$ cat config.mk
export PLATFORM = sky130hd
export DESIGN_NAME = cpimg_host_flat
export DESIGN_NICKNAME = d
export VERILOG_FILES = /design/src/hw/cpimg_pkg.sv /design/src/hw/cpimg_if.sv /design/src/hw/cpimg_host.sv /design/src/flat_wrapper.sv
export VERILOG_INCLUDE_DIRS = /design/src /design/src/hw
export SDC_FILE = /design/constraint.sdc
export NUM_CORES = 1
export LEC_CHECK = 0
export ABC_AREA = 1
export BUFFER_PORTS_ARGS = -buffer_cell sky130_fd_sc_hd__buf_2
export CAP_MARGIN = 0
export CORE_ASPECT_RATIO = 0.8
export CORE_MARGIN = 2
export CORE_UTILIZATION = 30
export DETAILED_ROUTE_END_ITERATION = 10
export GPL_ROUTABILITY_DRIVEN = 0
export PLACE_DENSITY = 0.58
export SETUP_SLACK_MARGIN = 0.2
export SLEW_MARGIN = 20
export SYNTH_ARGS = -nofsm -noshare
export SYNTH_HDL_FRONTEND = slang
export SYNTH_SLANG_ARGS = --single-unit
$ cat constraint.sdc
create_clock -name core_clk -period 4.85 [get_ports core_clk]
set_input_delay 0.485 -clock core_clk [delete_from_list [all_inputs] [get_ports core_clk]]
set_output_delay 0.485 -clock core_clk [all_outputs]
set_load 0.02 [all_outputs]
$ cat src/hw/cpimg_defines.svh
// Field positions, fixed values and per-model values of the parameter image
`ifndef CPIMG_DEFINES_SVH
`define CPIMG_DEFINES_SVH

`define CPIMG_LAYOUT_HI 127
`define CPIMG_LAYOUT_LO 126
`define CPIMG_SPEC_HI 125
`define CPIMG_SPEC_LO 122
`define CPIMG_ACCT_HI 119
`define CPIMG_ACCT_LO 112
`define CPIMG_NCLK_HI 111
`define CPIMG_NCLK_LO 104
`define CPIMG_RATE_HI 103
`define CPIMG_RATE_LO 96
`define CPIMG_CLASS_HI 95
`define CPIMG_CLASS_LO 84
`define CPIMG_RBL_HI 83
`define CPIMG_RBL_LO 80
`define CPIMG_PARTIAL_BIT 79
`define CPIMG_WMIS_BIT 78
`define CPIMG_RMIS_BIT 77
`define CPIMG_DSR_BIT 76
`define CPIMG_SIZE_HI 73
`define CPIMG_SIZE_LO 62
`define CPIMG_RCMIN_HI 61
`define CPIMG_RCMIN_LO 59
`define CPIMG_RCMAX_HI 58
`define CPIMG_RCMAX_LO 56
`define CPIMG_WCMIN_HI 55
`define CPIMG_WCMIN_LO 53
`define CPIMG_WCMAX_HI 52
`define CPIMG_WCMAX_LO 50
`define CPIMG_SIZE_FACTOR_HI 49
`define CPIMG_SIZE_FACTOR_LO 47

`define CPIMG_LAYOUT_VAL 2'h2
`define CPIMG_SPEC_VAL 4'h3
`define CPIMG_ACCT_VAL 8'h26
`define CPIMG_NCLK_VAL 8'h01
`define CPIMG_RATE_VAL 8'h2A
`define CPIMG_CLASS_VAL 12'h0F5
`define CPIMG_RBL_VAL 4'h9
`define CPIMG_FLAG_OFF 1'h0
`define CPIMG_SIZE_32M 12'h7A7
`define CPIMG_SIZE_BIG 12'hF4F
`define CPIMG_SIZE_FACTOR_64M 3'h3
`define CPIMG_SIZE_FACTOR_128M 3'h4
`define CPIMG_CURR_DEF 3'h2
`define CPIMG_EXP_MAX 3'h3
`define CPIMG_SIZE_FACTOR_LIMIT 4'h8
`define CPIMG_RBL_LIMIT 4'hC
`define CPIMG_NCLK_UNIT 16'h0064
`define CPIMG_BIT0_VAL 1'h1

`endif

$ cat src/hw/cpimg_pkg.sv
// Types shared by both ends of the parameter image link
package cpimg_pkg;
  typedef enum logic [1:0] {
    CPIMG_MODEL_32M = 2'h0,
    CPIMG_MODEL_64M = 2'h1,
    CPIMG_MODEL_128M = 2'h2
  } cpimg_model_t;

  typedef enum logic [2:0] {
    CPIMG_IDLE = 3'h1,
    CPIMG_WAIT = 3'h2,
    CPIMG_EVAL = 3'h4
  } cpimg_state_t;
endpackage : cpimg_pkg

$ cat src/hw/cpimg_if.sv
// Link between the card image and the host that reads it
interface cpimg_if;
  logic rd_req;
  logic rd_valid;
  logic [127:0] image;

  modport card (input rd_req, output rd_valid, output image);
  modport host (output rd_req, input rd_valid, input image);
endinterface : cpimg_if

$ cat src/hw/cpimg_host.sv
// Host end: reads the image, decodes it and derives access figures
// Behaviour
// - Layout version field reads binary 10
// - Spec version field reads binary 0011
// - Access time: exponent 2:0, mantissa 6:3
// - Access time byte is 0x26, 1.5 ms
// - Clocked access counts 100-cycle units, 0x01
// - Host reports async and clocked latency as separate outputs
// - Rate byte: exponent 2:0, mantissa 6:3
// - Rate byte is 0x2A, 20 Mbit/s
// - Command class mask is 0x0F5
// - Block length two power code, 0x09
// - Partial reads only when flag set
// - Write boundary flag zero, no spanning
// - Read boundary flag zero, no crossing
// - No driver stage present
// - Capacity from size, multiplier, block length
// - Per-model size and multiplier values
// - Low-supply current codes 0 to 7
// - High-supply current codes 0 to 7
// - Other fields fixed
`include "cpimg_defines.svh"
module cpimg_host
  import cpimg_pkg::*;
(
  input wire logic core_clk,
  input wire logic arst_n,
  cpimg_if.host link,
  input wire logic start,
  output logic done,
  output logic image_ok,
  output logic [127:0] image,
  output logic [11:0] command_class_mask,
  output logic [11:0] block_length,
  output logic partial_read_allowed,
  output logic read_boundary_cross_flag,
  output logic write_boundary_cross_flag,
  output logic driver_stage_present,
  output logic [15:0] clocked_access_cycles,
  output logic [7:0] async_access_time,
  output logic [7:0] transfer_rate,
  output logic [2:0] read_current_low_supply,
  output logic [2:0] write_current_low_supply,
  output logic [2:0] read_current_high_supply,
  output logic [2:0] write_current_high_supply,
  output logic [31:0] capacity_bytes
);
  cpimg_state_t state;
  logic [127:0] img_q;
  logic [11:0] size_code;
  logic [2:0] size_factor_code;
  logic [3:0] rbl_code;
  logic [7:0] acct_b;
  logic [7:0] rate_b;
  logic next_ok;
  logic [31:0] next_capacity;

  assign size_code = img_q[`CPIMG_SIZE_HI:`CPIMG_SIZE_LO];
  assign size_factor_code = img_q[`CPIMG_SIZE_FACTOR_HI:`CPIMG_SIZE_FACTOR_LO];
  assign rbl_code = img_q[`CPIMG_RBL_HI:`CPIMG_RBL_LO];
  assign acct_b = img_q[`CPIMG_ACCT_HI:`CPIMG_ACCT_LO];
  assign rate_b = img_q[`CPIMG_RATE_HI:`CPIMG_RATE_LO];

  // ****************
  // Checks
  // ****************
  always_comb begin
    next_ok = 1'h1;
    if (img_q[`CPIMG_LAYOUT_HI:`CPIMG_LAYOUT_LO] != `CPIMG_LAYOUT_VAL)
      next_ok = 1'h0;
    if (img_q[`CPIMG_SPEC_HI:`CPIMG_SPEC_LO] != `CPIMG_SPEC_VAL)
      next_ok = 1'h0;
    if (acct_b[7] || acct_b[6:3] == 4'h0)
      next_ok = 1'h0;
    if (acct_b != `CPIMG_ACCT_VAL)
      next_ok = 1'h0;
    if (rate_b[7] || rate_b[6:3] == 4'h0 || rate_b[2:0] > `CPIMG_EXP_MAX)
      next_ok = 1'h0;
    if (rate_b != `CPIMG_RATE_VAL)
      next_ok = 1'h0;
    if (img_q[`CPIMG_CLASS_HI:`CPIMG_CLASS_LO] != `CPIMG_CLASS_VAL)
      next_ok = 1'h0;
    if (rbl_code >= `CPIMG_RBL_LIMIT)
      next_ok = 1'h0;
    if (img_q[`CPIMG_WMIS_BIT] != `CPIMG_FLAG_OFF)
      next_ok = 1'h0;
    if (img_q[`CPIMG_RMIS_BIT] != `CPIMG_FLAG_OFF)
      next_ok = 1'h0;
    if (img_q[`CPIMG_DSR_BIT] != `CPIMG_FLAG_OFF)
      next_ok = 1'h0;
    if ({1'h0, size_factor_code} >= `CPIMG_SIZE_FACTOR_LIMIT)
      next_ok = 1'h0;
  end

  // Capacity = (size + 1) * 2^(size_factor + 2) * 2^block length
  always_comb begin
    next_capacity = 32'({20'h0, size_code} + 32'h1) <<
      (5'(size_factor_code) + 5'h2 + 5'(rbl_code));
  end

  // ****************
  // Sequencer
  // ****************
  always_ff @(posedge core_clk or negedge arst_n) begin
    if (!arst_n) begin
      state <= CPIMG_IDLE;
    end else begin
      case (state)
        CPIMG_IDLE: if (start) state <= CPIMG_WAIT;
        CPIMG_WAIT: if (link.rd_valid) state <= CPIMG_EVAL;
        CPIMG_EVAL: state <= CPIMG_IDLE;
        default: state <= CPIMG_IDLE;
      endcase
    end
  end

  always_ff @(posedge core_clk or negedge arst_n) begin
    if (!arst_n) begin
      link.rd_req <= 1'h0;
    end else begin
      link.rd_req <= (state == CPIMG_IDLE) && start;
    end
  end

  always_ff @(posedge core_clk or negedge arst_n) begin
    if (!arst_n) begin
      img_q <= 128'h0;
    end else if (state == CPIMG_WAIT && link.rd_valid) begin
      img_q <= link.image;
    end
  end

  // ****************
  // Results
  // ****************
  always_ff @(posedge core_clk or negedge arst_n) begin
    if (!arst_n) begin
      done <= 1'h0;
    end else begin
      done <= (state == CPIMG_EVAL);
    end
  end

  always_ff @(posedge core_clk or negedge arst_n) begin
    if (!arst_n) begin
      image_ok <= 1'h0;
      image <= 128'h0;
      command_class_mask <= 12'h0;
      block_length <= 12'h0;
      partial_read_allowed <= 1'h0;
      read_boundary_cross_flag <= 1'h0;
      write_boundary_cross_flag <= 1'h0;
      driver_stage_present <= 1'h0;
      clocked_access_cycles <= 16'h0;
      async_access_time <= 8'h0;
      transfer_rate <= 8'h0;
      read_current_low_supply <= 3'h0;
      write_current_low_supply <= 3'h0;
      read_current_high_supply <= 3'h0;
      write_current_high_supply <= 3'h0;
      capacity_bytes <= 32'h0;
    end else if (state == CPIMG_EVAL) begin
      image_ok <= next_ok;
      image <= img_q;
      command_class_mask <= img_q[`CPIMG_CLASS_HI:`CPIMG_CLASS_LO];
      block_length <= 12'h1 << rbl_code;
      partial_read_allowed <= img_q[`CPIMG_PARTIAL_BIT];
      read_boundary_cross_flag <= img_q[`CPIMG_RMIS_BIT];
      write_boundary_cross_flag <= img_q[`CPIMG_WMIS_BIT];
      driver_stage_present <= img_q[`CPIMG_DSR_BIT];
      clocked_access_cycles <= 16'(img_q[`CPIMG_NCLK_HI:`CPIMG_NCLK_LO] *
        `CPIMG_NCLK_UNIT);
      async_access_time <= acct_b;
      transfer_rate <= rate_b;
      read_current_low_supply <=
        img_q[`CPIMG_RCMIN_HI:`CPIMG_RCMIN_LO];
      write_current_low_supply <=
        img_q[`CPIMG_WCMIN_HI:`CPIMG_WCMIN_LO];
      read_current_high_supply <=
        img_q[`CPIMG_RCMAX_HI:`CPIMG_RCMAX_LO];
      write_current_high_supply <=
        img_q[`CPIMG_WCMAX_HI:`CPIMG_WCMAX_LO];
      capacity_bytes <= next_capacity;
    end
  end
endmodule : cpimg_host

$ cat src/flat_wrapper.sv
// flat-port wrapper written by rule: the top's interface ports become plain ports
module cpimg_host_flat import cpimg_pkg::*;
  (core_clk, arst_n, start, done, image_ok, image, command_class_mask, block_length, partial_read_allowed, read_boundary_cross_flag, write_boundary_cross_flag, driver_stage_present, clocked_access_cycles, async_access_time, transfer_rate, read_current_low_supply, write_current_low_supply, read_current_high_supply, write_current_high_supply, capacity_bytes, link_rd_req, link_rd_valid, link_image);
  cpimg_if link_i ();
  input wire logic core_clk;
  input wire logic arst_n;
  input wire logic start;
  output logic done;
  output logic image_ok;
  output logic [127:0] image;
  output logic [11:0] command_class_mask;
  output logic [11:0] block_length;
  output logic partial_read_allowed;
  output logic read_boundary_cross_flag;
  output logic write_boundary_cross_flag;
  output logic driver_stage_present;
  output logic [15:0] clocked_access_cycles;
  output logic [7:0] async_access_time;
  output logic [7:0] transfer_rate;
  output logic [2:0] read_current_low_supply;
  output logic [2:0] write_current_low_supply;
  output logic [2:0] read_current_high_supply;
  output logic [2:0] write_current_high_supply;
  output logic [31:0] capacity_bytes;
  output wire logic [$bits(link_i.rd_req)-1:0] link_rd_req;
  input wire logic [$bits(link_i.rd_valid)-1:0] link_rd_valid;
  input wire logic [$bits(link_i.image)-1:0] link_image;
  assign link_rd_req = link_i.rd_req;
  assign link_i.rd_valid = link_rd_valid;
  assign link_i.image = link_image;
  cpimg_host u_core (.core_clk(core_clk), .arst_n(arst_n), .link(link_i), .start(start), .done(done), .image_ok(image_ok), .image(image), .command_class_mask(command_class_mask), .block_length(block_length), .partial_read_allowed(partial_read_allowed), .read_boundary_cross_flag(read_boundary_cross_flag), .write_boundary_cross_flag(write_boundary_cross_flag), .driver_stage_present(driver_stage_present), .clocked_access_cycles(clocked_access_cycles), .async_access_time(async_access_time), .transfer_rate(transfer_rate), .read_current_low_supply(read_current_low_supply), .write_current_low_supply(write_current_low_supply), .read_current_high_supply(read_current_high_supply), .write_current_high_supply(write_current_high_supply), .capacity_bytes(capacity_bytes));
endmodule
==> flow_summary.json, run 1 <==
{
  "fillers": 4716,
  "synth_fa_ha_area_share_pct": 3.69,
  "ys_types": 35,
  "skew_ns": 0.0177,
  "end_kind": "register",
  "drt_iter0_drc": 779,
  "hold_path.class": "input port to async pin",
  "ir_worst_vdd_mv": 0.461,
  "crit_type": "register to register",
  "drc": 0,
  "tightest_slew_ns": 0.886,
  "pin_count": 367,
  "post-dp-hpwl_um": 28700,
  "max_cap_viol_count": 0,
  "synth_edf_count": 0,
  "drtAntennaViolNets": 0,
  "dp_slack_ns": 1.78,
  "grt_max_degree": 158,
  "area_delta_synth_final_pct": 22.8,
  "syn_area_um2": 14000,
  "cts_max_level": 2,
  "synth_mux_area_share_pct": 0,
  "relSlewSlack_pct": 40.7,
  "die_w_um": 246,
  "finalHoldViolations": 0,
  "finalSetupViolCount": 0,
  "cts_tree": "built",
  "cp.arrival_ns": 3.57,
  "crit_required_ns": 5.26,
  "wl_per_cell_um": 15.9,
  "via_per_inst": 4.56,
  "yosysWarnings": 0,
  "yosys_most_used_dff": "dfrtp_1",
  "synth_compound_area_share_pct": 7.49,
  "routed_wl_um": 40800,
  "vias": 11699,
  "yosysSeqAreaShare_pct": 56.3,
  "yosys.area_share.simple_pct": 23.9,
  "cts_buffers": 37,
  "grt_use_total_pct": 16.8,
  "cts_num_sinks": 316,
  "start_util_pct": 30.5,
  "syn_inst": 1637,
  "timing.final.ws_setup_ns": 1.70,
  "overflow": 0,
  "fp.dieH_um": 197,
  "holdBufCountCts": 0,
  "nNetsFinal": 2098,
  "antenna_found_initial": 3,
  "ys_async_sr_fraction_pct": 100,
  "crit_fanout": 19,
  "placement.io_buffers": 363,
  "max_freq_mhz": 317,
  "core_um2": 46000,
  "rsz0062_at_grt": "no",
  "p_leak_nw": 9.46,
  "synth-seq-cells": 316,
  "post-route-period-util_pct": 65.0,
  "power_density_nw_per_um2": 778,
  "post_cts_buffers": 0,
  "grt_pass1_wl_um": 64500,
  "num_rows": 70,
  "crit_path_start_kind": "register",
  "synth_top_family_by_area": "simple AND/OR/NAND/NOR gates",
  "fp.dieArea_um2": 48600,
  "cts_repair_resize_count": 0,
  "drv_slew": 0,
  "dr.pass1.iters": 6,
  "setup_tns_ns": 0,
  "cts_buffer_depth": 3,
  "syn_avg_cell_area_um2": 8.58,
  "min_period_ns": 3.15,
  "clk_pin_slew_worst_paths_ns": 0.06,
  "drive_above_1_share_pct": 22.7,
  "grt_pass1_vias": 11325,
  "synth_xor_xnor_area_share_pct": 0.374,
  "outcome": "complete, no violations",
  "root_buffer": "clkbuf_16",
  "clock_latency_ns": 0.54
}
flip-flops by register name, indices dropped and copies added (netlist names):
signal / flops
u_core.img_q: 128
u_core.image: 95
u_core.capacity_bytes: 32
u_core.block_length: 12
u_core.command_class_mask: 11
u_core.clocked_access_cycles: 10
u_core.async_access_time: 7
u_core.transfer_rate: 7
u_core.state: 3
u_core.read_current_high_supply: 2
u_core.read_current_low_supply: 2
u_core.write_current_high_supply: 2
u_core.write_current_low_supply: 2
u_core.done: 1
u_core.image_ok: 1
u_core.link.rd_req: 1
path summary, 6_finish.rpt:
| check | cells past startpoint | to | from | slack, ns |
|---|---|---|---|---|
| worst min-delay path | 1 | u_core.img_q[96] | arst_n | 0.03 |
| worst max-delay path | 10 | u_core.capacity_bytes[30] | u_core.img_q[80] | 1.70 |
| worst max register to register | 10 | u_core.capacity_bytes[30] | u_core.img_q[80] | 1.70 |
| min in group core_clk | 3 | u_core.img_q[17] | link_image[17] | 0.14 |
| max in group asynchronous | 2 | u_core.state[0] | arst_n | 3.77 |
| worst min register to register | 2 | u_core.image[33] | u_core.image[33] | 0.46 |
layout by cell type, fill, tap and decap left out, types with 3 or more instances in the layout:
cell | Yosys | layout
buf_2 | 44 | 362
clkbuf_1 | 32 | 9
nor2_2 | 3 | 3
clkbuf_16 | 0 | 38
diode_2 | 0 | 3
clkbuf_8 | 0 | 6
a21oi_1 | 11 | 11
nand2_2 | 2 | 3
clkinv_2 | 0 | 7
o41ai_1 | 3 | 3
xor2_1 | 3 | 3
nor2_1 | 24 | 24
xnor2_1 | 3 | 3
ha_1 | 35 | 35
o31ai_1 | 4 | 4
inv_1 | 112 | 111
nand2_1 | 674 | 673
conb_1 | 1 | 3
nand4_1 | 22 | 22
nand3_1 | 96 | 96
o21ai_0 | 173 | 173
dfrtp_1 | 315 | 315
buf_4 | 50 | 10
nor4_1 | 3 | 3
fa_1 | 4 | 4
kinds of logic after synthesis:
| logic type | after synthesis |
|---|---|
| compound gates | 201 |
| xor+xnor | 6 |
| simple gates | 832 |
| fa+ha+maj | 39 |
| other cells | 1 |
| buf+inv | 242 |
| flops | 316 |
synth_stat cells, drive strengths merged, types with 11 or more instances:
| library cell | instances | area [um^2] |
|---|---|---|
| nand2 | 676 | 2540 |
| ha | 35 | 438 |
| dfrtp | 315 | 7880 |
| o21ai | 175 | 876 |
| nand3 | 96 | 480 |
| nor2 | 28 | 120 |
| clkbuf | 32 | 120 |
| inv | 114 | 428 |
| buf | 94 | 596 |
| nand4 | 22 | 138 |
| a21oi | 11 | 55.1 |
stage by stage:
stage / instances / instance area (um^2) / total power [mW] / util, % / hold WS [ns]
floorplan: 1639 / 14000 / 8.80 / - / 0.189
global placement: 2500 / 16100 / 10.6 / 34.9 / 0.452
detailed placement: 2500 / 16100 / 10.7 / 34.9 / 0.453
CTS: 2564 / 17200 / 13.5 / 37.5 / 0.0404
global route: 2564 / 17200 / 14.6 / 37.5 / 0.0757
finish: 2567 / 17200 / 13.4 / 37.5 / 0.0314
worst max-delay path, stage by stage (launching register included):
cell and delay [ns]:
dfrtp_1 0.50, ha_1 0.23, inv_1 0.06, fa_1 0.75, clkinv_1 0.53, o21ai_0 0.49
nand2_1 0.16, nand2_1 0.10, nand2_1 0.06, nand3_1 0.11, nand2_1 0.05
per-layer routing:
layer / vias up / global-route usage [%] / share of wire (%)
li1: 5731 / - / -
met3: 64 / 5.99 / 9.7
met1: 5505 / 24.2 / 48
met2: 393 / 23.8 / 40
met5: - / 0 / 0.098
met4: 6 / 4.42 / 1.8
where the power goes:
part / total (mW) / internal [mW] / leakage (nW) / switching, mW
clock: 2.70 / 1.58 / 0.571 / 1.12
combinational: 6.40 / 2.00 / 4.79 / 4.40
sequential: 4.32 / 3.66 / 4.09 / 0.658
layout make-up:
cell class	instances	area (um^2)	area share, %
Sequential cell	316	7910	45.9
Multi-Input combinational cell	1081	5000	29.0
Timing Repair Buffer	375	1940	11.3
Clock buffer	53	1070	6.19
Tap cell	612	766	4.44
Inverter	116	450	2.61
Clock inverter	11	96.3	0.559
Antenna cell	3	7.51	0.0436
Power figures use the tool's default switching activity.
==> inputs of run 2 (changes only) <==
--- a/config.mk
+++ b/config.mk
@@ -6,7 +6,7 @@
 export SDC_FILE = /design/constraint.sdc
 export NUM_CORES = 1
 export LEC_CHECK = 0
-export ABC_AREA = 1
+export ABC_AREA = 0
 export BUFFER_PORTS_ARGS = -buffer_cell sky130_fd_sc_hd__buf_2
 export CAP_MARGIN = 0
 export CORE_ASPECT_RATIO = 0.8
==> constraint.sdc (replaced) <==
create_clock -name core_clk -period 3.3 [get_ports core_clk]
set_input_delay 0.33 -clock core_clk [delete_from_list [all_inputs] [get_ports core_clk]]
set_output_delay 0.33 -clock core_clk [all_outputs]
set_load 0.02 [all_outputs]
==> run 2 against run 1 <==
Compared with the run above:
- total power grew 50%
- fmax is 5.4% higher
- hold slack got worse by 0.0022 ns
- die area up 0.83%
- register-to-register slack worse by 1.4 ns
- highest routed layer unchanged
- non-clock buffer count is 83 higher
- sequential power increased by 55%
- wire length shrank 1.1%
- global-route usage fell by 0.60 points
- combinational power increased by 47%
- worst setup slack worse by 1.4 ns
- via count fell by 5.0%
==> flow_summary.json, run 2 <==
{
  "outcome": "complete, no violations",
  "holdWs_ns": 0.0292,
  "synth_top_family_by_area": "simple AND/OR/NAND/NOR gates",
  "yosys.area.top_type": "dfrtp_1",
  "multi_input_area_um2": 5560,
  "dr.pass1.iters": 5,
  "finalSetupViolCount": 0,
  "mostFrequentLayoutCells": "nand2_1, buf_2, dfrtp_1, mux2_2, dlygate4sd3_1",
  "hold_path.class": "input port to register",
  "seq_area_um2": 7910,
  "fp.dieH_um": 198,
  "root_buffer": "clkbuf_16",
  "post-route-period-util_pct": 90.6,
  "setup_tns_ns": 0,
  "ys_top_cells_by_area": "dfrtp_1, nand2_1, mux2_2",
  "cts_num_sinks": 316,
  "overflow": 0,
  "drt_iter0_drc": 568,
  "fin_cells": 2377,
  "max_freq_mhz": 334,
  "timing.final.ws_setup_ns": 0.309,
  "area_delta_synth_final_pct": 29.5,
  "largestRegisters": "u_core.img_q (128), u_core.image (95), u_core.capacity_bytes (32)",
  "antenna_found_initial": 6,
  "ys_types": 68,
  "yosys.area_share.simple_pct": 16.5,
  "min_path_cells": 3,
  "crit_fanout": 4,
  "max_cap_viol_count": 0,
  "post-dp-hpwl_um": 28100,
  "rsz0062_at_grt": "yes",
  "r2r_setup_slack_ns": 0.31,
  "fin_util_pct": 39.2,
  "crit_type": "register to register",
  "dp_slack_ns": 0.146,
  "drtAntennaViolNets": 0,
  "post_cts_buffers": 0,
  "routed_wl_um": 40400,
  "largest_register": "u_core.img_q",
  "core_um2": 46800,
  "ir_worst_vdd_mv": 0.641,
  "grt_max_degree": 122,
  "synth_compound_area_share_pct": 7.17,
  "cts_max_level": 2,
  "fillers": 4599,
  "num_rows": 71,
  "fp.dieArea_um2": 49000,
  "skew_ns": 0.0190,
  "relSlewSlack_pct": 44.1,
  "finalHoldViolations": 0,
  "wl_per_cell_um": 17.0,
  "nNetsFinal": 1899,
  "cts_buffers": 36,
  "yosysWarnings": 0,
  "drc": 0,
  "yosys_most_used_dff": "dfrtp_1",
  "clock_latency_ns": 0.54,
  "drv_slew": 0,
  "power_density_nw_per_um2": 1100,
  "r2r_cells": 10,
  "worstHoldStart": "link_image[69]",
  "syn_avg_cell_area_um2": 10.5,
  "r2r_end": "u_core.clocked_access_cycles[13]",
  "final_common_cell": "nand2_1",
  "grt_pass1_vias": 11208,
  "yosysSeqAreaShare_pct": 55.9,
  "largest_register_ff_count": 128,
  "drive_above_1_share_pct": 34.0,
  "syn_area_um2": 14200,
  "cp.arrival_ns": 3.45,
  "syn_inst": 1354,
  "crit_required_ns": 3.76,
  "ys_async_sr_fraction_pct": 100,
  "clk_pin_slew_worst_paths_ns": 0.06,
  "synth_mux_area_share_pct": 10.4,
  "place_inst": 2237,
  "grt_pass1_wl_um": 62500,
  "tightest_slew_ns": 0.838,
  "yosysTopAreaCellShare_pct": 55.7,
  "via_per_inst": 4.68,
  "p_leak_nw": 9.45,
  "vias": 11113,
  "min_period_ns": 2.99,
  "die_w_um": 247,
  "holdPathEnd": "u_core.img_q[69]",
  "cts_tree": "built",
  "pin_count": 367,
  "synth-seq-cells": 316,
  "grt_use_total_pct": 16.2,
  "rr_startpoint": "u_core.img_q[106]",
  "start_util_pct": 30.2,
  "synth_xor_xnor_area_share_pct": 0.804,
  "synth_edf_count": 0,
  "crit_path_start_kind": "register",
  "post-synth-top-count-cell": "nand2_1",
  "synth_fa_ha_area_share_pct": 3.66,
  "cts_buffer_depth": 3,
  "placement.io_buffers": 363,
  "yosys-top-cells-count": "nand2_1, dfrtp_1, mux2_2",
  "end_kind": "register"
}
-- run 2: worst max path at each step --
stage | startpoint | to | slack (ns) | depth (start not counted)
3_5_place_dp | u_core.img_q[107] | u_core.clocked_access_cycles[13] | 0.15 | 10
2_1_floorplan | u_core.img_q[106] | u_core.clocked_access_cycles[13] | 0.37 | 10
5_1_grt | u_core.img_q[105] | u_core.clocked_access_cycles[14] | 0.13 | 12
4_1_cts | u_core.img_q[107] | u_core.clocked_access_cycles[13] | 0.18 | 10
3_3_place_gp | u_core.img_q[107] | u_core.clocked_access_cycles[13] | 0.23 | 10
6_report | u_core.img_q[106] | u_core.clocked_access_cycles[13] | 0.31 | 10
-- run 2: power by group --
group	switching, mW	internal (mW)	total [mW]
sequential	1.23	5.47	6.70
combinational	5.64	3.75	9.39
clock	1.62	2.37	3.99
total	8.50	11.6	20.1
-- run 2: area by class of cell --
type | instances | share of cell area (%)
well taps | 620 | 4.23
inverters | 24 | 0.525
diodes | 3 | 0.0409
clock buffers | 54 | 5.95
multi-input cells | 892 | 30.3
clock inverters | 10 | 0.525
flip-flops and latches | 316 | 43.1
repair buffers | 458 | 15.3
-- run 2: per-layer routing --
layer / track usage (%) / routed length (um) / vias to the layer above
met5: 0 / 54 / -
met4: 4.64 / 827 / 8
met3: 4.72 / 2880 / 67
met2: 24.3 / 17800 / 328
met1: 22.8 / 18800 / 5451
li1: - / - / 5259
-- run 2: timing repair --
action	4_1_cts	5_1_grt
endpoints found under the hold margin	161	0
resized for setup	2	17
hold buffers	73	0
endpoints found under the setup margin	3	15
pin swaps	0	2
-- run 2: kinds of logic after synthesis --
logic type,after synthesis
AOI/OAI and AO/OA,151
other,1
adders and majority gates,39
xor gates and xnor gates,13
and+or+nand+nor,557
muxes,129
DFF,316
buffers and inverters,148
-- run 2: stage by stage --
step | total power [mW] | instance area, um^2
floorplan | 13.1 | 14200
global route | 21.6 | 18300
finish | 20.1 | 18300
detailed placement | 15.8 | 16300
global placement | 15.5 | 16300
CTS | 19.9 | 18200
-- run 2: critical path, stage by stage, from the launching register on --
cell      delay, ns
dfrtp_2        0.44
ha_1           0.29
ha_1           0.23
fa_1           0.51
ha_4           0.30
a21oi_1        0.09
nand2b_1       0.17
a21boi_2       0.18
o22ai_2        0.12
or4b_1         0.51
nand3_1        0.08
==> inputs of run 3 (changes only) <==
--- a/config.mk
+++ b/config.mk
@@ -11,10 +11,10 @@
 export CAP_MARGIN = 0
 export CORE_ASPECT_RATIO = 0.8
 export CORE_MARGIN = 2
-export CORE_UTILIZATION = 30
+export CORE_UTILIZATION = 35
 export DETAILED_ROUTE_END_ITERATION = 10
 export GPL_ROUTABILITY_DRIVEN = 0
-export PLACE_DENSITY = 0.58
+export PLACE_DENSITY = 0.65
 export SETUP_SLACK_MARGIN = 0.2
 export SLEW_MARGIN = 20
 export SYNTH_ARGS = -nofsm -noshare
==> run 3 against run 2 <==
Compared with the run above:
- total power increased by 1.4%
- global-route usage rose by 1.6 points
- wire length is 4.8% lower
- final area fell by 4.0%
- critical path depth grew 2
- register-to-register slack is essentially flat
- critical path type unchanged
==> flow_summary.json, run 3 (same netlist as run 2, synthesis figures left out) <==
{
  "via_per_inst": 4.85,
  "p_int_mw": 11.9,
  "crit_required_ns": 3.67,
  "area_delta_synth_final_pct": 24.4,
  "fp.dieH_um": 184,
  "p_sw_share_pct": 41.5,
  "p_leak_nw": 9.19,
  "cts_max_level": 2,
  "grt_max_degree": 127,
  "finalHoldViolations": 0,
  "drt_iter0_drc": 689,
  "hold_path.class": "input port to register",
  "relSlewSlack_pct": 47.7,
  "drive_above_1_share_pct": 35.1,
  "post-route-period-util_pct": 90.9,
  "cts_buffers": 35,
  "final_common_cell": "nand2_1",
  "core_um2": 39700,
  "cp.arrival_ns": 3.37,
  "largest_register_ff_count": 128,
  "r2r_end": "u_core.clocked_access_cycles[14]",
  "start_util_pct": 35.7,
  "ir_worst_vdd_mv": 0.656,
  "crit_chain": "ha_1, ha_1, ha_1, inv_1, fa_1, nor2b_1, o21ai_1, a21boi_1, o21ai_1, a21oi_1, xnor2_1, o21ai_0",
  "slowest_stage": "fa_1",
  "critPathMaxStageDelay_ns": 0.46,
  "clock_latency_ns": 0.53,
  "antenna_found_initial": 10,
  "wl_per_cell_um": 17.3,
  "nNetsFinal": 1831,
  "num_rows": 65,
  "largest_register": "u_core.img_q",
  "finalSetupViolCount": 0,
  "cts_buffer_depth": 3,
  "vias": 10800,
  "skew_ns": 0.0194,
  "rr_startpoint": "u_core.img_q[105]",
  "drv_slew": 0,
  "fin_cells": 2227,
  "fp.dieArea_um2": 42100,
  "routed_wl_um": 38500,
  "max_cap_viol_count": 0,
  "min_period_ns": 3.00,
  "worstHoldStart": "link_image[66]",
  "overflow": 0,
  "cts_num_sinks": 316,
  "drc": 0,
  "clockPowerShare_pct": 21.0,
  "startpoint": "u_core.img_q[105]",
  "power_density_nw_per_um2": 1160,
  "pwr-share-comb_pct": 46.2,
  "max_freq_mhz": 334,
  "crit_fanout": 4,
  "clk_pin_slew_worst_paths_ns": 0.06,
  "drtAntennaViolNets": 0,
  "fin_util_pct": 44.4,
  "grt_pass1_vias": 10783,
  "rsz0062_at_grt": "yes",
  "crit_type": "register to register",
  "cp-endpoint": "u_core.clocked_access_cycles[14]",
  "pin_count": 367,
  "cts_tree": "built",
  "tightest_slew_ns": 0.785,
  "r2r_cells": 12,
  "post-dp-hpwl_um": 26800,
  "placement.io_buffers": 363,
  "place_inst": 2154,
  "root_buffer": "clkbuf_16",
  "outcome": "complete, no violations",
  "p_sw_mw": 8.45,
  "grt_pass1_wl_um": 60300,
  "largestRegisters": "u_core.img_q (128), u_core.image (95), u_core.capacity_bytes (32)",
  "seq_power_share_pct": 32.8,
  "grt_use_total_pct": 17.9,
  "setup_tns_ns": 0,
  "end_kind": "register",
  "crit_path_start_kind": "register",
  "mostFrequentLayoutCells": "nand2_1, buf_2, dfrtp_1, mux2_2, o21ai_0",
  "die_w_um": 229,
  "r2r_setup_slack_ns": 0.30,
  "dr.pass1.iters": 7,
  "crit_top_cell": "ha_1"
}
## run 3: area by class of cell
class	count	area, um^2
antenna	6	15.0
clock buffer	51	1050
clock inverter	11	226
fill	3842	22100
inverter	24	92.6
multi-input combinational	892	5530
sequential	316	7910
tap	536	671
timing repair buffer	391	2120
## run 3: timing repair
item / 4_1_cts / 5_1_grt
buffers inserted: 0 / 3
hold buffers: 2 / 0
setup endpoints to repair: 3 / 11
endpoints found under the hold margin: 86 / 0
pin swaps: 0 / 4
gates resized for setup: 2 / 10
## run 3: power by group through the flow
stage | combinational (mW) | sequential [mW] | clock, mW
after floorplan | 5.74 | 7.35 | 0
after global placement | 8.93 | 6.63 | 0
after detailed placement | 9.10 | 6.71 | 0
after CTS | 9.15 | 6.67 | 4.40
after global routing | 10.3 | 6.89 | 4.60
final | 9.41 | 6.67 | 4.28
## run 3: worst min-delay path by stage
stage | cells after the start | end | slack [ns]
final | 3 | u_core.img_q[66] | 0.03
after floorplan | 0 | u_core.async_access_time[0] | 0.03
after global routing | 2 | u_core.img_q[102] | 0.002
after CTS | 3 | u_core.img_q[110] | 0.00008
after global placement | 1 | u_core.img_q[16] | 0.41
after detailed placement | 1 | u_core.image[16] | 0.41
## run 3: metrics by stage
stage / hold slack, ns / power, mW / cell area, um^2 / setup WS [ns]
after detailed placement: 0.413 / 15.8 / 16200 / 0.168
after floorplan: 0.0344 / 13.1 / 14200 / 0.367
after CTS: 0.0000778 / 20.2 / 17500 / 0.214
after global routing: 0.00153 / 21.8 / 17600 / 0.164
final: 0.0257 / 20.4 / 17600 / 0.302
after global placement: 0.407 / 15.6 / 16200 / 0.232
## run 3: critical path, delay by kind of cell (launching register included)
kind / cells / cell delay, ns
xor+xnor: 1 / 0.13
simple gates: 1 / 0.15
fa+ha+maj: 4 / 1.40
flops: 1 / 0.42
compound gates: 5 / 0.69
buf+inv: 1 / 0.07
## run 3: layer usage
metal | up-vias | GRT usage (%) | share of wire (%)
met5 | - | 0 | 0.034
met4 | 2 | 5.45 | 2.4
met3 | 75 | 5.06 | 7.0
met2 | 334 | 27.5 | 45
met1 | 5291 | 24.6 | 45
li1 | 5098 | - | -
